**src/hw/drive_level_defs.svh**
```systemverilog
// Register offsets, field positions, masks and reset values of the drive level bank
`ifndef DRIVE_LEVEL_DEFS_SVH
`define DRIVE_LEVEL_DEFS_SVH

// ==========================================================
// Register offsets
`define ADDR_PORTS_E_F      4'h0
`define ADDR_PORTS_G_H      4'h1
`define ADDR_PORT_J         4'h2

// ==========================================================
// Field positions, each field two bits wide
`define FIELD_WIDTH         2
`define PORT_E_LOWER_LSB    0
`define PORT_E_UPPER_LSB    2
`define PORT_F_LOWER_LSB    4
`define PORT_F_UPPER_LSB    6
`define PORT_G_LOWER_LSB    0
`define PORT_G_UPPER_LSB    2
`define PORT_H_LOWER_LSB    4
`define PORT_H_UPPER_LSB    6
`define PORT_J_LOWER_LSB    0
`define PORT_J_UPPER_LSB    2

// ==========================================================
// Implemented bit masks
`define MASK_PORTS_E_F      8'hFF
`define MASK_PORTS_G_H_FULL 8'hFF
`define MASK_PORT_G_SMALL   8'h0C
`define MASK_PORT_J         8'h0F
`define MASK_NONE           8'h00

// ==========================================================
// Reset values
`define RESET_DRIVE_REG     8'h00
`define RESET_READ_DATA     8'h00

`endif

```
**src/hw/drive_level_pkg.sv**
```systemverilog
// Types shared by the drive level register bank
package drive_level_pkg;

    // Source current level, binary coded from minimum to maximum
    typedef enum logic [1:0] {
        LEVEL_MIN,
        LEVEL_1,
        LEVEL_2,
        LEVEL_MAX
    } drive_level_t;

    // Whole state of the register bank
    typedef struct packed {
        logic [7:0] ports_e_f;
        logic [7:0] ports_g_h;
        logic [7:0] port_j;
        logic [7:0] rdata;
    } bank_state_t;

endpackage

```
**src/hw/reg_decode_if.sv**
```systemverilog
// Address decode signals between the register core and its decoder
`timescale 1ns/1ps
interface reg_decode_if;
    logic [3:0] addr;
    logic       sel_ports_e_f;
    logic       sel_ports_g_h;
    logic       sel_port_j;
    logic [7:0] mask_sel;

    modport core (
        output addr,
        input  sel_ports_e_f,
        input  sel_ports_g_h,
        input  sel_port_j,
        input  mask_sel
    );

    modport decoder (
        input  addr,
        output sel_ports_e_f,
        output sel_ports_g_h,
        output sel_port_j,
        output mask_sel
    );
endinterface

```
**src/hw/port_drive_strength_regs.sv**
```systemverilog
// Drive level register bank for ports E, F, G, H and J
//
// How it works
// - Each two-bit field codes the source current level in binary, 00 minimum up to 11 maximum.
// - Upper bits 7 to 4 of the reduced registers read as zero and ignore writes.
// - In the small package the port G/H register keeps only bits 3 to 2, for port G pins 7 to 4.
// - In the small package bits 1 to 0 of the port G/H register read as zero.
// - In the full package bits 7 to 6 of the port G/H register drive port H pins 7 to 4.
// - In the full package bits 5 to 4 of the port G/H register drive port H pins 3 to 0.
// - In the full package bits 1 to 0 drive port G pins 3 to 0 and bits 3 to 2 pins 7 to 4.
// - Bits 1 to 0 of the port J register drive port J pins 3 to 0.
// - Bits 3 to 2 of the port J register drive port J pins 7 to 4.
`timescale 1ns/1ps
`include "drive_level_defs.svh"
module port_drive_strength_regs #(
    parameter bit SMALL_PACKAGE = 1'b0
) (
    // Clock and reset
    input  wire logic                         ref_clk,
    input  wire logic                         arst_n,
    // Register port
    input  wire logic [3:0]                   reg_addr,
    input  wire logic [7:0]                   reg_wdata,
    input  wire logic                         reg_wr,
    input  wire logic                         reg_rd,
    output logic [7:0]                        reg_rdata,
    // Drive level per pin group
    output drive_level_pkg::drive_level_t     port_e_lower_drive,
    output drive_level_pkg::drive_level_t     port_e_upper_drive,
    output drive_level_pkg::drive_level_t     port_f_lower_drive,
    output drive_level_pkg::drive_level_t     port_f_upper_drive,
    output drive_level_pkg::drive_level_t     port_g_lower_drive,
    output drive_level_pkg::drive_level_t     port_g_upper_drive,
    output drive_level_pkg::drive_level_t     port_h_lower_drive,
    output drive_level_pkg::drive_level_t     port_h_upper_drive,
    output drive_level_pkg::drive_level_t     port_j_lower_drive,
    output drive_level_pkg::drive_level_t     port_j_upper_drive
);

    // ==========================================================
    // Decode
    reg_decode_if dec ();

    assign dec.addr = reg_addr;

    reg_decode #(
        .SMALL_PACKAGE (SMALL_PACKAGE)
    ) u_decode (
        .dec (dec)
    );

    // ==========================================================
    // Helpers
    function automatic logic [7:0] merge_bits(
        input logic [7:0] old_val,
        input logic [7:0] new_val,
        input logic [7:0] mask
    );
        merge_bits = (old_val & ~mask) | (new_val & mask);
    endfunction

    function automatic drive_level_pkg::drive_level_t field_level(
        input logic [7:0] val,
        input int         lsb
    );
        field_level = drive_level_pkg::drive_level_t'(val[lsb +: `FIELD_WIDTH]);
    endfunction

    // ==========================================================
    // State
    drive_level_pkg::bank_state_t st;
    drive_level_pkg::bank_state_t next_st;

    always_comb begin
        next_st       = st;
        next_st.rdata = `RESET_READ_DATA;
        if (reg_wr) begin
            // Only implemented bits take the write
            if (dec.sel_ports_e_f) begin
                next_st.ports_e_f = merge_bits(st.ports_e_f, reg_wdata, dec.mask_sel);
            end
            if (dec.sel_ports_g_h) begin
                next_st.ports_g_h = merge_bits(st.ports_g_h, reg_wdata, dec.mask_sel);
            end
            if (dec.sel_port_j) begin
                next_st.port_j = merge_bits(st.port_j, reg_wdata, dec.mask_sel);
            end
        end
        if (reg_rd) begin
            // Unmapped addresses and unimplemented bits read zero
            if (dec.sel_ports_e_f) begin
                next_st.rdata = st.ports_e_f & dec.mask_sel;
            end else if (dec.sel_ports_g_h) begin
                next_st.rdata = st.ports_g_h & dec.mask_sel;
            end else if (dec.sel_port_j) begin
                next_st.rdata = st.port_j & dec.mask_sel;
            end
        end
    end

    always_ff @(posedge ref_clk or negedge arst_n) begin
        if (!arst_n) begin
            st.ports_e_f <= `RESET_DRIVE_REG;
            st.ports_g_h <= `RESET_DRIVE_REG;
            st.port_j    <= `RESET_DRIVE_REG;
            st.rdata     <= `RESET_READ_DATA;
        end else begin
            st <= next_st;
        end
    end

    // ==========================================================
    // Outputs
    assign reg_rdata          = st.rdata;
    assign port_e_lower_drive = field_level(st.ports_e_f, `PORT_E_LOWER_LSB);
    assign port_e_upper_drive = field_level(st.ports_e_f, `PORT_E_UPPER_LSB);
    assign port_f_lower_drive = field_level(st.ports_e_f, `PORT_F_LOWER_LSB);
    assign port_f_upper_drive = field_level(st.ports_e_f, `PORT_F_UPPER_LSB);
    assign port_g_lower_drive = field_level(st.ports_g_h, `PORT_G_LOWER_LSB);
    assign port_g_upper_drive = field_level(st.ports_g_h, `PORT_G_UPPER_LSB);
    assign port_h_lower_drive = field_level(st.ports_g_h, `PORT_H_LOWER_LSB);
    assign port_h_upper_drive = field_level(st.ports_g_h, `PORT_H_UPPER_LSB);
    assign port_j_lower_drive = field_level(st.port_j, `PORT_J_LOWER_LSB);
    assign port_j_upper_drive = field_level(st.port_j, `PORT_J_UPPER_LSB);

    logic wr_ef;
    logic wr_gh;
    logic wr_j;
    logic rd_ef;
    logic rd_gh;
    logic rd_j;
    logic rd_none;

    assign wr_ef = reg_wr && (reg_addr == `ADDR_PORTS_E_F);
    assign wr_gh = reg_wr && (reg_addr == `ADDR_PORTS_G_H);
    assign wr_j  = reg_wr && (reg_addr == `ADDR_PORT_J);
    assign rd_ef = reg_rd && (reg_addr == `ADDR_PORTS_E_F);
    assign rd_gh = reg_rd && (reg_addr == `ADDR_PORTS_G_H);
    assign rd_j  = reg_rd && (reg_addr == `ADDR_PORT_J);
    assign rd_none = reg_rd && !rd_ef && !rd_gh && !rd_j;
endmodule

```
**src/hw/reg_decode.sv**
```systemverilog
// Address decoder giving register selects and implemented bit masks
`timescale 1ns/1ps
`include "drive_level_defs.svh"
module reg_decode #(
    parameter bit SMALL_PACKAGE = 1'b0
) (
    // Decode link to the register core
    reg_decode_if.decoder dec
);

    always_comb begin
        dec.sel_ports_e_f = (dec.addr == `ADDR_PORTS_E_F);
        dec.sel_ports_g_h = (dec.addr == `ADDR_PORTS_G_H);
        dec.sel_port_j    = (dec.addr == `ADDR_PORT_J);
        dec.mask_sel      = `MASK_NONE;
        if (dec.sel_ports_e_f) begin
            dec.mask_sel = `MASK_PORTS_E_F;
        end else if (dec.sel_ports_g_h) begin
            // Small package has only the upper port G field
            dec.mask_sel = SMALL_PACKAGE ? `MASK_PORT_G_SMALL : `MASK_PORTS_G_H_FULL;
        end else if (dec.sel_port_j) begin
            dec.mask_sel = `MASK_PORT_J;
        end
    end

endmodule

```
**config.mk**
```make
export PLATFORM = sky130hd
export DESIGN_NAME = port_drive_strength_regs
export DESIGN_NICKNAME = d
export VERILOG_FILES = /design/src/hw/drive_level_pkg.sv /design/src/hw/reg_decode_if.sv /design/src/hw/port_drive_strength_regs.sv /design/src/hw/reg_decode.sv
export VERILOG_INCLUDE_DIRS = /design/src /design/src/hw
export SDC_FILE = /design/constraint.sdc
export NUM_CORES = 1
export LEC_CHECK = 0
export BUFFER_PORTS_ARGS = -buffer_cell sky130_fd_sc_hd__buf_2
export CORE_MARGIN = 4
export CORE_UTILIZATION = 30
export CTS_CLUSTER_SIZE = 40
export DETAILED_ROUTE_END_ITERATION = 16
export GPL_ROUTABILITY_DRIVEN = 0
export MAX_ROUTING_LAYER = met4
export PLACE_DENSITY_LB_ADDON = 0.05
export RECOVER_POWER = 50
export SLEW_MARGIN = 15
export SYNTH_ARGS = -nofsm -noshare
export SYNTH_HDL_FRONTEND = slang
export SYNTH_HIERARCHICAL = 1
export SYNTH_SLANG_ARGS = --single-unit
```
**constraint.sdc**
```tcl
create_clock -name ref_clk -period 2.4 [get_ports ref_clk]
set_input_delay 0.48 -clock ref_clk [delete_from_list [all_inputs] [get_ports ref_clk]]
set_output_delay 0.48 -clock ref_clk [all_outputs]
set_load 0.02 [all_outputs]
```
==> results of run 1 <==
-- power by group through the flow --
stage | sequential, W | clock (W) | combinational (W)
6_report | 0.000608 | 0.000449 | 0.000188
5_1_grt | 0.000613 | 0.000492 | 0.000208
4_1_cts | 0.000608 | 0.000470 | 0.000196
3_5_place_dp | 0.000618 | 0 | 0.000196
3_3_place_gp | 0.000617 | 0 | 0.000192
2_1_floorplan | 0.000610 | 0 | 0.000167
-- cell type report --
type	count	area [um2]	share of cell area, %
Sequential cell	32	801	41.6
Multi-Input combinational cell	85	671	34.9
Timing Repair Buffer	48	235	12.2
Clock buffer	7	96.3	5.01
Tap cell	72	90.1	4.68
Inverter	8	30.0	1.56
-- worst max path at each step --
stage / depth (start not counted) / to / slack (ps) / startpoint
after floorplan: 4 / flop / 580 / reg_addr[0]
after global placement: 5 / flop / 640 / reg_addr[0]
after detailed placement: 5 / flop / 620 / reg_addr[1]
after CTS: 5 / reg_rdata[6]$_DFF_PN0_ / 920 / reg_addr[1]
after global routing: 5 / reg_rdata[6]$_DFF_PN0_ / 820 / reg_addr[1]
final: 5 / flop / 920 / reg_addr[1]
-- per-stage QoR --
step                setup WS, ps  util [%]
global placement             637      32.7
global route                 823      34.1
detailed placement           623      32.7
finish                       921      34.1
CTS                          919      34.4
floorplan                    582         -
-- critical path, stage by stage --
cell and delay [ps]:
buf_2 150, nor4b_4 280, buf_4 290, nand3_1 110, mux2_1 330
-- cell usage in the layout, fill, tap and decap left out --
cell      netlist  layout
nand3b_1        8       8
nor4b_4         0       1
buf_2           3      29
mux2_1         17      17
buf_4          36       5
nor3_1          1       1
a221oi_1        8       8
nor4b_2         2       1
dfrtp_1        32      32
mux2_2          4       4
inv_1           8       8
clkbuf_8        0       7
a211oi_2        0       1
mux2_4          3       3
a21oi_1         8       8
clkbuf_1        0      14
nand2_1         8       8
nor4_2          0       1
nand3_1        24      24
-- per-layer routing --
metal	wire [um]	vias to the layer above
met4	59	0
li1	-	581
met3	198	5
met1	1660	602
met2	2030	26
met5	0	-
-- cell families after synthesis --
kind of cell	Yosys count	synth area share, %
mux	24	15.7
compound gates	17	6.56
buf+inv	50	19.1
flops	32	44.7
simple gates	44	14.0
==> impl_metrics.csv, run 1 <==
group,metric,value,unit
cells_and_area,num-fill-cells,600,
power_and_ir_drop,power.switching,0.000344,W
detailed_routing,wl,3940,um
sta,clock_skew,5.26,ps
power_and_ir_drop,switching_share,27.6,%
sta,rsz0062_at_grt,"no",
detailed_routing,ant_nets,0,
setup_path,r2r_cells,2,
yosys,synth.top_cells.by_area,"dfrtp_1 45%, buf_4 15%, mux2_1 11%",
yosys,ys_ff_latch,32,
placed_design,dp_hpwl,2600,um
cells_and_area,layout.nets,196,
setup_path,crit_arrival,1640,ps
sta,whs,266,ps
yosys,netlist_area,0.00179,mm2
yosys,synth_top_area_share,44.7,%
min_path,hp-class,"in -> async",
grt,grt_use_met2,20.2,%
grt,grt.total_usage,12.1,%
power_and_ir_drop,p_seq_share,48.8,%
clock_tree,cts_inserted_buffers,5,
yosys,synth.most_common_cell,"buf_4",
floorplan,ios,44,
clock_tree,h-tree-depth,2,
sta,setup_viol,0,
sta,drv_slew,0,
power_and_ir_drop,p_clk_share,36.1,%
power_and_ir_drop,p_total,0.00125,W
sta,fin_crit,1480,ps
job,drv_cap,0,
sta,hold_viol,0,
grt,busiest_layer,"met2",
setup_path,worst-path-max-fanout,24,
yosys,synth_enable_flop_cells,0,
floorplan,die_area,0.00728,mm2
sta,tns,0,ps
grt,grt_max_degree,33,
floorplan,fp-row-count,27,
clock_tree,clk_transition_reported_paths,70,ps
cells_and_area,design_area,0.00192,mm2
grt,antenna_found_initial,0,
clock_tree,tritoncts,"yes",
placed_design,io_buffers,43,
clock_tree,post_cts_buffers,0,
clock_tree,numClockSinks,32,
power_and_ir_drop,vdd_drop_max,217,uV
cells_and_area,diodes,0,
detailed_routing,dr.pass1.iters,4,
detailed_routing,wire_per_inst,15.6,um
yosys,synth_seq_area_share,44.7,%
placed_design,post_dp_cell_area,0.00184,mm2
sta,fmax,676,MHz
floorplan,die_y,85.3,um
cells_and_area,drive_above_1_share,28.9,%
yosys,ys_types,18,
yosys,yosys-top-cells-count,"36 x buf_4, 32 x dfrtp_1, 24 x nand3_1",
clock_tree,clockBufferDepth,2,
clock_tree,cts_root_buffer,"clkbuf_8",
floorplan,core_area,0.00564,mm2
floorplan,die_width,85.3,um
power_and_ir_drop,intPower,0.000901,W
setup_path,r2r_slack,1520,ps
setup_path,worstPathRequired,2560,ps
yosys,netlist_instances,167,
grt,met3_usage,3.88,%
power_and_ir_drop,powerDensity,647,mW/mm2
detailed_routing,drt_iter0_drc,35,
power_and_ir_drop,pwr-share-comb,15.1,%
yosys,yosysTopAreaCell,"dfrtp_1",
grt,grt_pass1_wl,6710,um
sta,final.period_utilization,61.6,%
yosys,synth.avg_cell_area,10.7,um2
power_and_ir_drop,p_leak,0.868,nW
setup_path,worst_setup_path_end_kind,"flop",
setup_path,startpoint_type,"input port",
detailed_routing,viasPerCell,4.82,
sta,worst_pin_slew,762,ps
status,status,"finished clean",
setup_path,worst-setup-path-type,"in -> reg",
clock_tree,holdBufCountCts,0,
clock_tree,clock_latency,280,ps
setup_path,r2r-end,"reg_rdata[6]$_DFF_PN0_",
detailed_routing,drcViolationCount,0,
clock_tree,ctsResizeCount,0,
yosys,async_reset_ff_share,100,%
cells_and_area,instances_no_fill,252,
sta,slew_headroom,49.2,%
placed_design,place_inst,245,
yosys,ys_warn_count,6,
grt,grt-ovfl-total,0,
grt,use_met1,13.8,%
grt,grt_pass1_vias,1309,
yosys,syn-num-nets,183,
cells_and_area,syn_to_final_growth,7.26,%
yosys,ys.flop_type,"dfrtp_1",
floorplan,initial_core_util,31.8,%
detailed_routing,vias,1214,
Note: power is estimated with default switching activity, not from simulation.
==> run 2, diff against run 1 <==
clock period = 1.4 ns   (was 2.4 ns; I/O delays follow)
==> run 2 against run 1 <==
Non-clock buffer count grew 3. Combinational power is 82% higher. Clock-buffer cell count did not move. Flip-flop and latch count unchanged. First-iteration DRC count grew 20%. Largest cell class unchanged. Routed wire length fell by 0.68%. Register-to-register slack worse by 990 ps. Setup slack lost 750 ps. Cell area up 6.0%.
==> impl_metrics.csv, run 2 (synthesized netlist as in run 1, its figures left out) <==
group,metric,value,unit
setup_path,worst-path-max-fanout,24,
detailed_routing,ant_nets,0,
sta,fin_crit,1230,ps
status,status,"finished clean",
clock_tree,clock_latency,280,ps
clock_tree,clockBufferDepth,2,
cells_and_area,diodes,0,
sta,hold_viol,0,
grt,grt_pass1_vias,1256,
power_and_ir_drop,powerDensity,1160,mW/mm2
grt,grt-ovfl-total,0,
grt,grt_pass1_wl,6480,um
grt,grt_max_degree,25,
sta,tns,0,ps
setup_path,worst-setup-path-type,"in -> reg",
job,drv_cap,0,
placed_design,dp_hpwl,2730,um
detailed_routing,drt_iter0_drc,42,
grt,antenna_found_initial,0,
power_and_ir_drop,vdd_drop_max,599,uV
floorplan,fp-row-count,27,
cells_and_area,syn_to_final_growth,13.7,%
grt,grt.total_usage,11.7,%
cells_and_area,layout_commonest_cell,"dfrtp_1",
power_and_ir_drop,p_clk_share,41.3,%
clock_tree,tritoncts,"yes",
setup_path,startpoint_type,"input port",
setup_path,r2r_cells,2,
min_path,hp-class,"in -> reg",
sta,final.period_utilization,87.6,%
setup_path,crit_slowest_cell,"nor4b_4",
setup_path,worst_setup_path_end_kind,"flop",
clock_tree,clk_transition_reported_paths,70,ps
clock_tree,cts_root_buffer,"clkbuf_8",
power_and_ir_drop,p_leak,0.914,nW
cells_and_area,final_cell_mix,"32 x dfrtp_1, 29 x buf_2, 24 x nand3_1",
placed_design,io_buffers,43,
power_and_ir_drop,intPower,0.00175,W
sta,fmax,815,MHz
sta,setup_viol,0,
clock_tree,numClockSinks,32,
floorplan,die_area,0.00728,mm2
sta,worst_pin_slew,485,ps
setup_path,r2r-end,"reg_rdata[3]$_DFF_PN0_",
detailed_routing,viasPerCell,4.85,
setup_path,startpoint,"reg_addr[1]",
cells_and_area,drive_above_1_share,30.4,%
floorplan,die_width,85.3,um
clock_tree,h-tree-depth,2,
sta,clock_skew,7.19,ps
sta,slew_headroom,67.6,%
setup_path,slowest_delay,330,ps
floorplan,die_y,85.3,um
clock_tree,cts_inserted_buffers,5,
sta,rsz0062_at_grt,"no",
floorplan,initial_core_util,31.8,%
power_and_ir_drop,pwr-share-comb,14.5,%
detailed_routing,vias,1242,
cells_and_area,layout.nets,199,
floorplan,ios,44,
setup_path,crit_arrival,1390,ps
setup_path,path_cells,"buf_2, nor4b_4, buf_12, nand3_1, mux2_1",
detailed_routing,dr.pass1.iters,4,
power_and_ir_drop,p_seq_share,44.2,%
setup_path,worstPathRequired,1560,ps
detailed_routing,wire_per_inst,15.3,um
power_and_ir_drop,switching_share,25.9,%
detailed_routing,wl,3920,um
min_path,whs_path_depth,2,
sta,drv_slew,0,
power_and_ir_drop,p_total,0.00236,W
floorplan,core_area,0.00564,mm2
detailed_routing,drcViolationCount,0,
setup_path,r2r_slack,530,ps
power_and_ir_drop,power.switching,0.000610,W
run 2: cell count changes in the layout (fill, tap and decap cells not counted):
cell           previous run  this run
buf_12                    0         3
buf_4                     5         4
bufinv_16                 0         1
dlygate4sd3_1             0         1
nor3_1                    1         0
nor3_2                    0         1
nor4_2                    1         0
nor4_4                    0         1
nor4b_2                   1         0
nor4b_4                   1         2
run 2: repair_timing:
| action | in CTS | in global routing |
|---|---|---|
| endpoints found under the hold margin | 12 | 0 |
| gates resized for setup | 0 | 0 |
| hold buffers | 1 | 0 |
| buffers inserted | 0 | 0 |
run 2: metrics by stage:
stage	area, um2	hold WS, ps	setup slack [ps]	util [%]	cells
final	2040	237	173	36.1	256
after global placement	1920	202	-134	34.0	247
after detailed placement	1920	205	-127	34.0	247
after global routing	2040	235	110	36.1	256
after floorplan	1840	-15.6	36.3	-	167
after CTS	2060	226	175	36.4	256
run 2: how the worst min path moves through the flow:
stage / slack (ps) / endpoint / from
6_report: 240 / flop / reg_wdata[3]
5_1_grt: 240 / flop / reg_wdata[3]
4_1_cts: 230 / flop / reg_wdata[0]
3_5_place_dp: 200 / reg_rdata[1]$_DFF_PN0_ / arst_n
3_3_place_gp: 200 / asynchronous set/reset pin / arst_n
2_1_floorplan: -20 / asynchronous set/reset pin / arst_n
run 2: worst max-delay path, delay by kind of cell:
kind                   cells  cell delay, ps
and+or+nand+nor            2             420
buffers and inverters      2             360
muxes                      1             330
run 2: cell type report:
type / count / area (um2)
clock buffers: 7 / 96.3
flip-flops and latches: 32 / 801
repair buffers: 51 / 298
well taps: 72 / 90.1
fillers: 586 / 3600
inverters: 8 / 30.0
multi-input cells: 85 / 693
clock inverters: 1 / 30.0
run 2: power by group through the flow:
stage / Sequential, W / Combinational (W) / Clock (W)
2_1_floorplan: 0.00105 / 0.000290 / 0
3_3_place_gp: 0.00106 / 0.000347 / 0
3_5_place_dp: 0.00106 / 0.000352 / 0
4_1_cts: 0.00104 / 0.000355 / 0.00101
5_1_grt: 0.00105 / 0.000376 / 0.00105
6_report: 0.00104 / 0.000342 / 0.000974
run 2: layer usage:
metal  vias to the layer above  global-route usage (%)  routed length [um]
met4                         0                    3.45                  52
met3                         5                    3.50                 206
met5                         -                       -                   0
met1                       617                    14.4                1830
li1                        586                       -                   -
met2                        34                    18.4                1830
==> run 3, diff against run 2 <==
CTS_CLUSTER_SIZE = 16   (was 40)
PLACE_DENSITY_LB_ADDON = unset   (was 0.05)
==> run 3 against run 2 <==
Utilization is 0.71 points lower. Flip-flop and latch count stayed put. Die area stayed put. Highest routed layer unchanged. Routed wire length is 4.6% lower. Clock skew is 4.7 ps lower. Non-clock buffer count is 3 higher. Final cell count is 1.2% higher.
==> impl_metrics.csv, run 3 (synthesized netlist as in run 1, its figures left out) <==
group,metric,value,unit
sta,fmax,803,MHz
floorplan,die_width,85.3,um
floorplan,fp-row-count,27,
setup_path,worst_setup_path_end_kind,"flop",
grt,grt-ovfl-total,0,
detailed_routing,wire_per_inst,14.4,um
sta,drv_slew,0,
placed_design,dp_hpwl,2690,um
floorplan,ios,44,
setup_path,worst-setup-path-type,"in -> reg",
cells_and_area,layout.nets,202,
grt,antenna_found_initial,0,
clock_tree,clockBufferDepth,2,
detailed_routing,ant_nets,0,
placed_design,post_dp_cell_area,0.00193,mm2
grt,grt.total_usage,11.3,%
setup_path,worstPathRequired,1550,ps
cells_and_area,num-fill-cells,589,
job,drv_cap,0,
power_and_ir_drop,vdd_drop_max,404,uV
setup_path,crit_arrival,1400,ps
clock_tree,tritoncts,"yes",
sta,clock_skew,2.53,ps
power_and_ir_drop,powerDensity,1050,mW/mm2
floorplan,initial_core_util,31.8,%
setup_path,worst-path-max-fanout,12,
cells_and_area,layout_commonest_cell,"dfrtp_1",
sta,rsz0062_at_grt,"no",
sta,slew_headroom,63.8,%
detailed_routing,drcViolationCount,0,
grt,grt_pass1_wl,6310,um
sta,worst_pin_slew,544,ps
cells_and_area,diodes,0,
clock_tree,clock_latency,280,ps
grt,grt_max_degree,25,
detailed_routing,dr.pass1.iters,4,
cells_and_area,design_area,0.00200,mm2
power_and_ir_drop,p_clk_share,34.4,%
setup_path,r2r-end,"reg_rdata[4]$_DFF_PN0_",
sta,setup_viol,0,
clock_tree,cts_root_buffer,"clkbuf_8",
power_and_ir_drop,power.switching,0.000586,W
setup_path,r2r_cells,2,
setup_path,r2r_slack,490,ps
power_and_ir_drop,pwr-share-comb,16.0,%
sta,final.period_utilization,88.9,%
power_and_ir_drop,switching_share,27.9,%
detailed_routing,wl,3730,um
clock_tree,ctsResizeCount,0,
min_path,whs_path_depth,2,
placed_design,place_inst,250,
detailed_routing,viasPerCell,4.78,
cells_and_area,syn_to_final_growth,11.4,%
power_and_ir_drop,intPower,0.00152,W
floorplan,die_y,85.3,um
clock_tree,cts_inserted_buffers,5,
clock_tree,clk_transition_reported_paths,60,ps
grt,grt_pass1_vias,1261,
detailed_routing,vias,1238,
clock_tree,h-tree-depth,2,
power_and_ir_drop,p_leak,0.879,nW
detailed_routing,drt_iter0_drc,86,
placed_design,dp_slack,-131,ps
min_path,hp-class,"in -> reg",
clock_tree,numClockSinks,32,
placed_design,io_buffers,43,
min_path,worstHoldStart,"reg_wdata[1]",
cells_and_area,instances_no_fill,259,
cells_and_area,final_cell_mix,"32 x dfrtp_1, 24 x nand3_1, 23 x clkbuf_1",
sta,fin_ws,155,ps
setup_path,startpoint_type,"input port",
floorplan,core_area,0.00564,mm2
status,status,"finished clean",
power_and_ir_drop,p_seq_share,49.6,%
sta,hold_viol,0,
cells_and_area,drive_above_1_share,26.7,%
sta,tns,0,ps
power_and_ir_drop,p_total,0.00210,W
sta,fin_crit,1240,ps
floorplan,die_area,0.00728,mm2
-- run 3: cell types whose count changed in the layout (fill, tap and decap cells not counted), sizes merged --
cell | previous run | this run
clkbuf | 21 | 31
bufinv | 1 | 0
buf | 36 | 30
-- run 3: what timing repair did --
action,in CTS,in global routing
setup buffers,0,0
hold buffers,1,0
hold endpoints to repair,19,0
-- run 3: worst max path at each step --
stage                           start                      to  slack [ps]  cells after the start
after global placement    reg_addr[1]                    flop        -100                      5
after CTS                 reg_addr[1]                    flop         170                      5
after detailed placement  reg_addr[1]                    flop        -130                      5
final                     reg_addr[1]  reg_rdata[4]$_DFF_PN0_         160                      5
after global routing           arst_n  reg_rdata[3]$_DFF_PN0_          70                      3
after floorplan           reg_addr[0]                    flop          40                      4
-- run 3: cell type report --
cell class	instances	area [um2]	area share, %
flip-flops and latches	32	801	40.1
well taps	72	90.1	4.51
inverters	8	30.0	1.50
repair buffers	54	294	14.7
multi-input cells	85	693	34.7
clock buffers	8	90.1	4.51
-- run 3: worst max-delay path, cell delays in order --
cell	delay, ps
buf_2	160
nor4b_4	310
buf_4	220
a21oi_1	80
a221oi_1	340
-- run 3: power groups by stage --
stage          logic (W)  registers [W]  clock network, W
2_1_floorplan   0.000290        0.00105                 0
3_3_place_gp    0.000348        0.00106                 0
3_5_place_dp    0.000353        0.00106                 0
4_1_cts         0.000357        0.00104          0.000755
5_1_grt         0.000371        0.00106          0.000794
6_report        0.000337        0.00104          0.000723
-- run 3: metrics by stage --
| stage | hold slack [ps] | util (%) |
|---|---|---|
| after CTS | 231 | 36.0 |
| after floorplan | -15.6 | - |
| after global routing | 232 | 35.4 |
| after detailed placement | 281 | 34.2 |
| final | 241 | 35.4 |
| after global placement | 273 | 34.2 |
-- run 3: per-layer routing --
metal,track usage [%],routed length [um]
met5,-,0
met1,14.4,1790
met4,3.88,58
met2,16.8,1650
met3,3.69,235
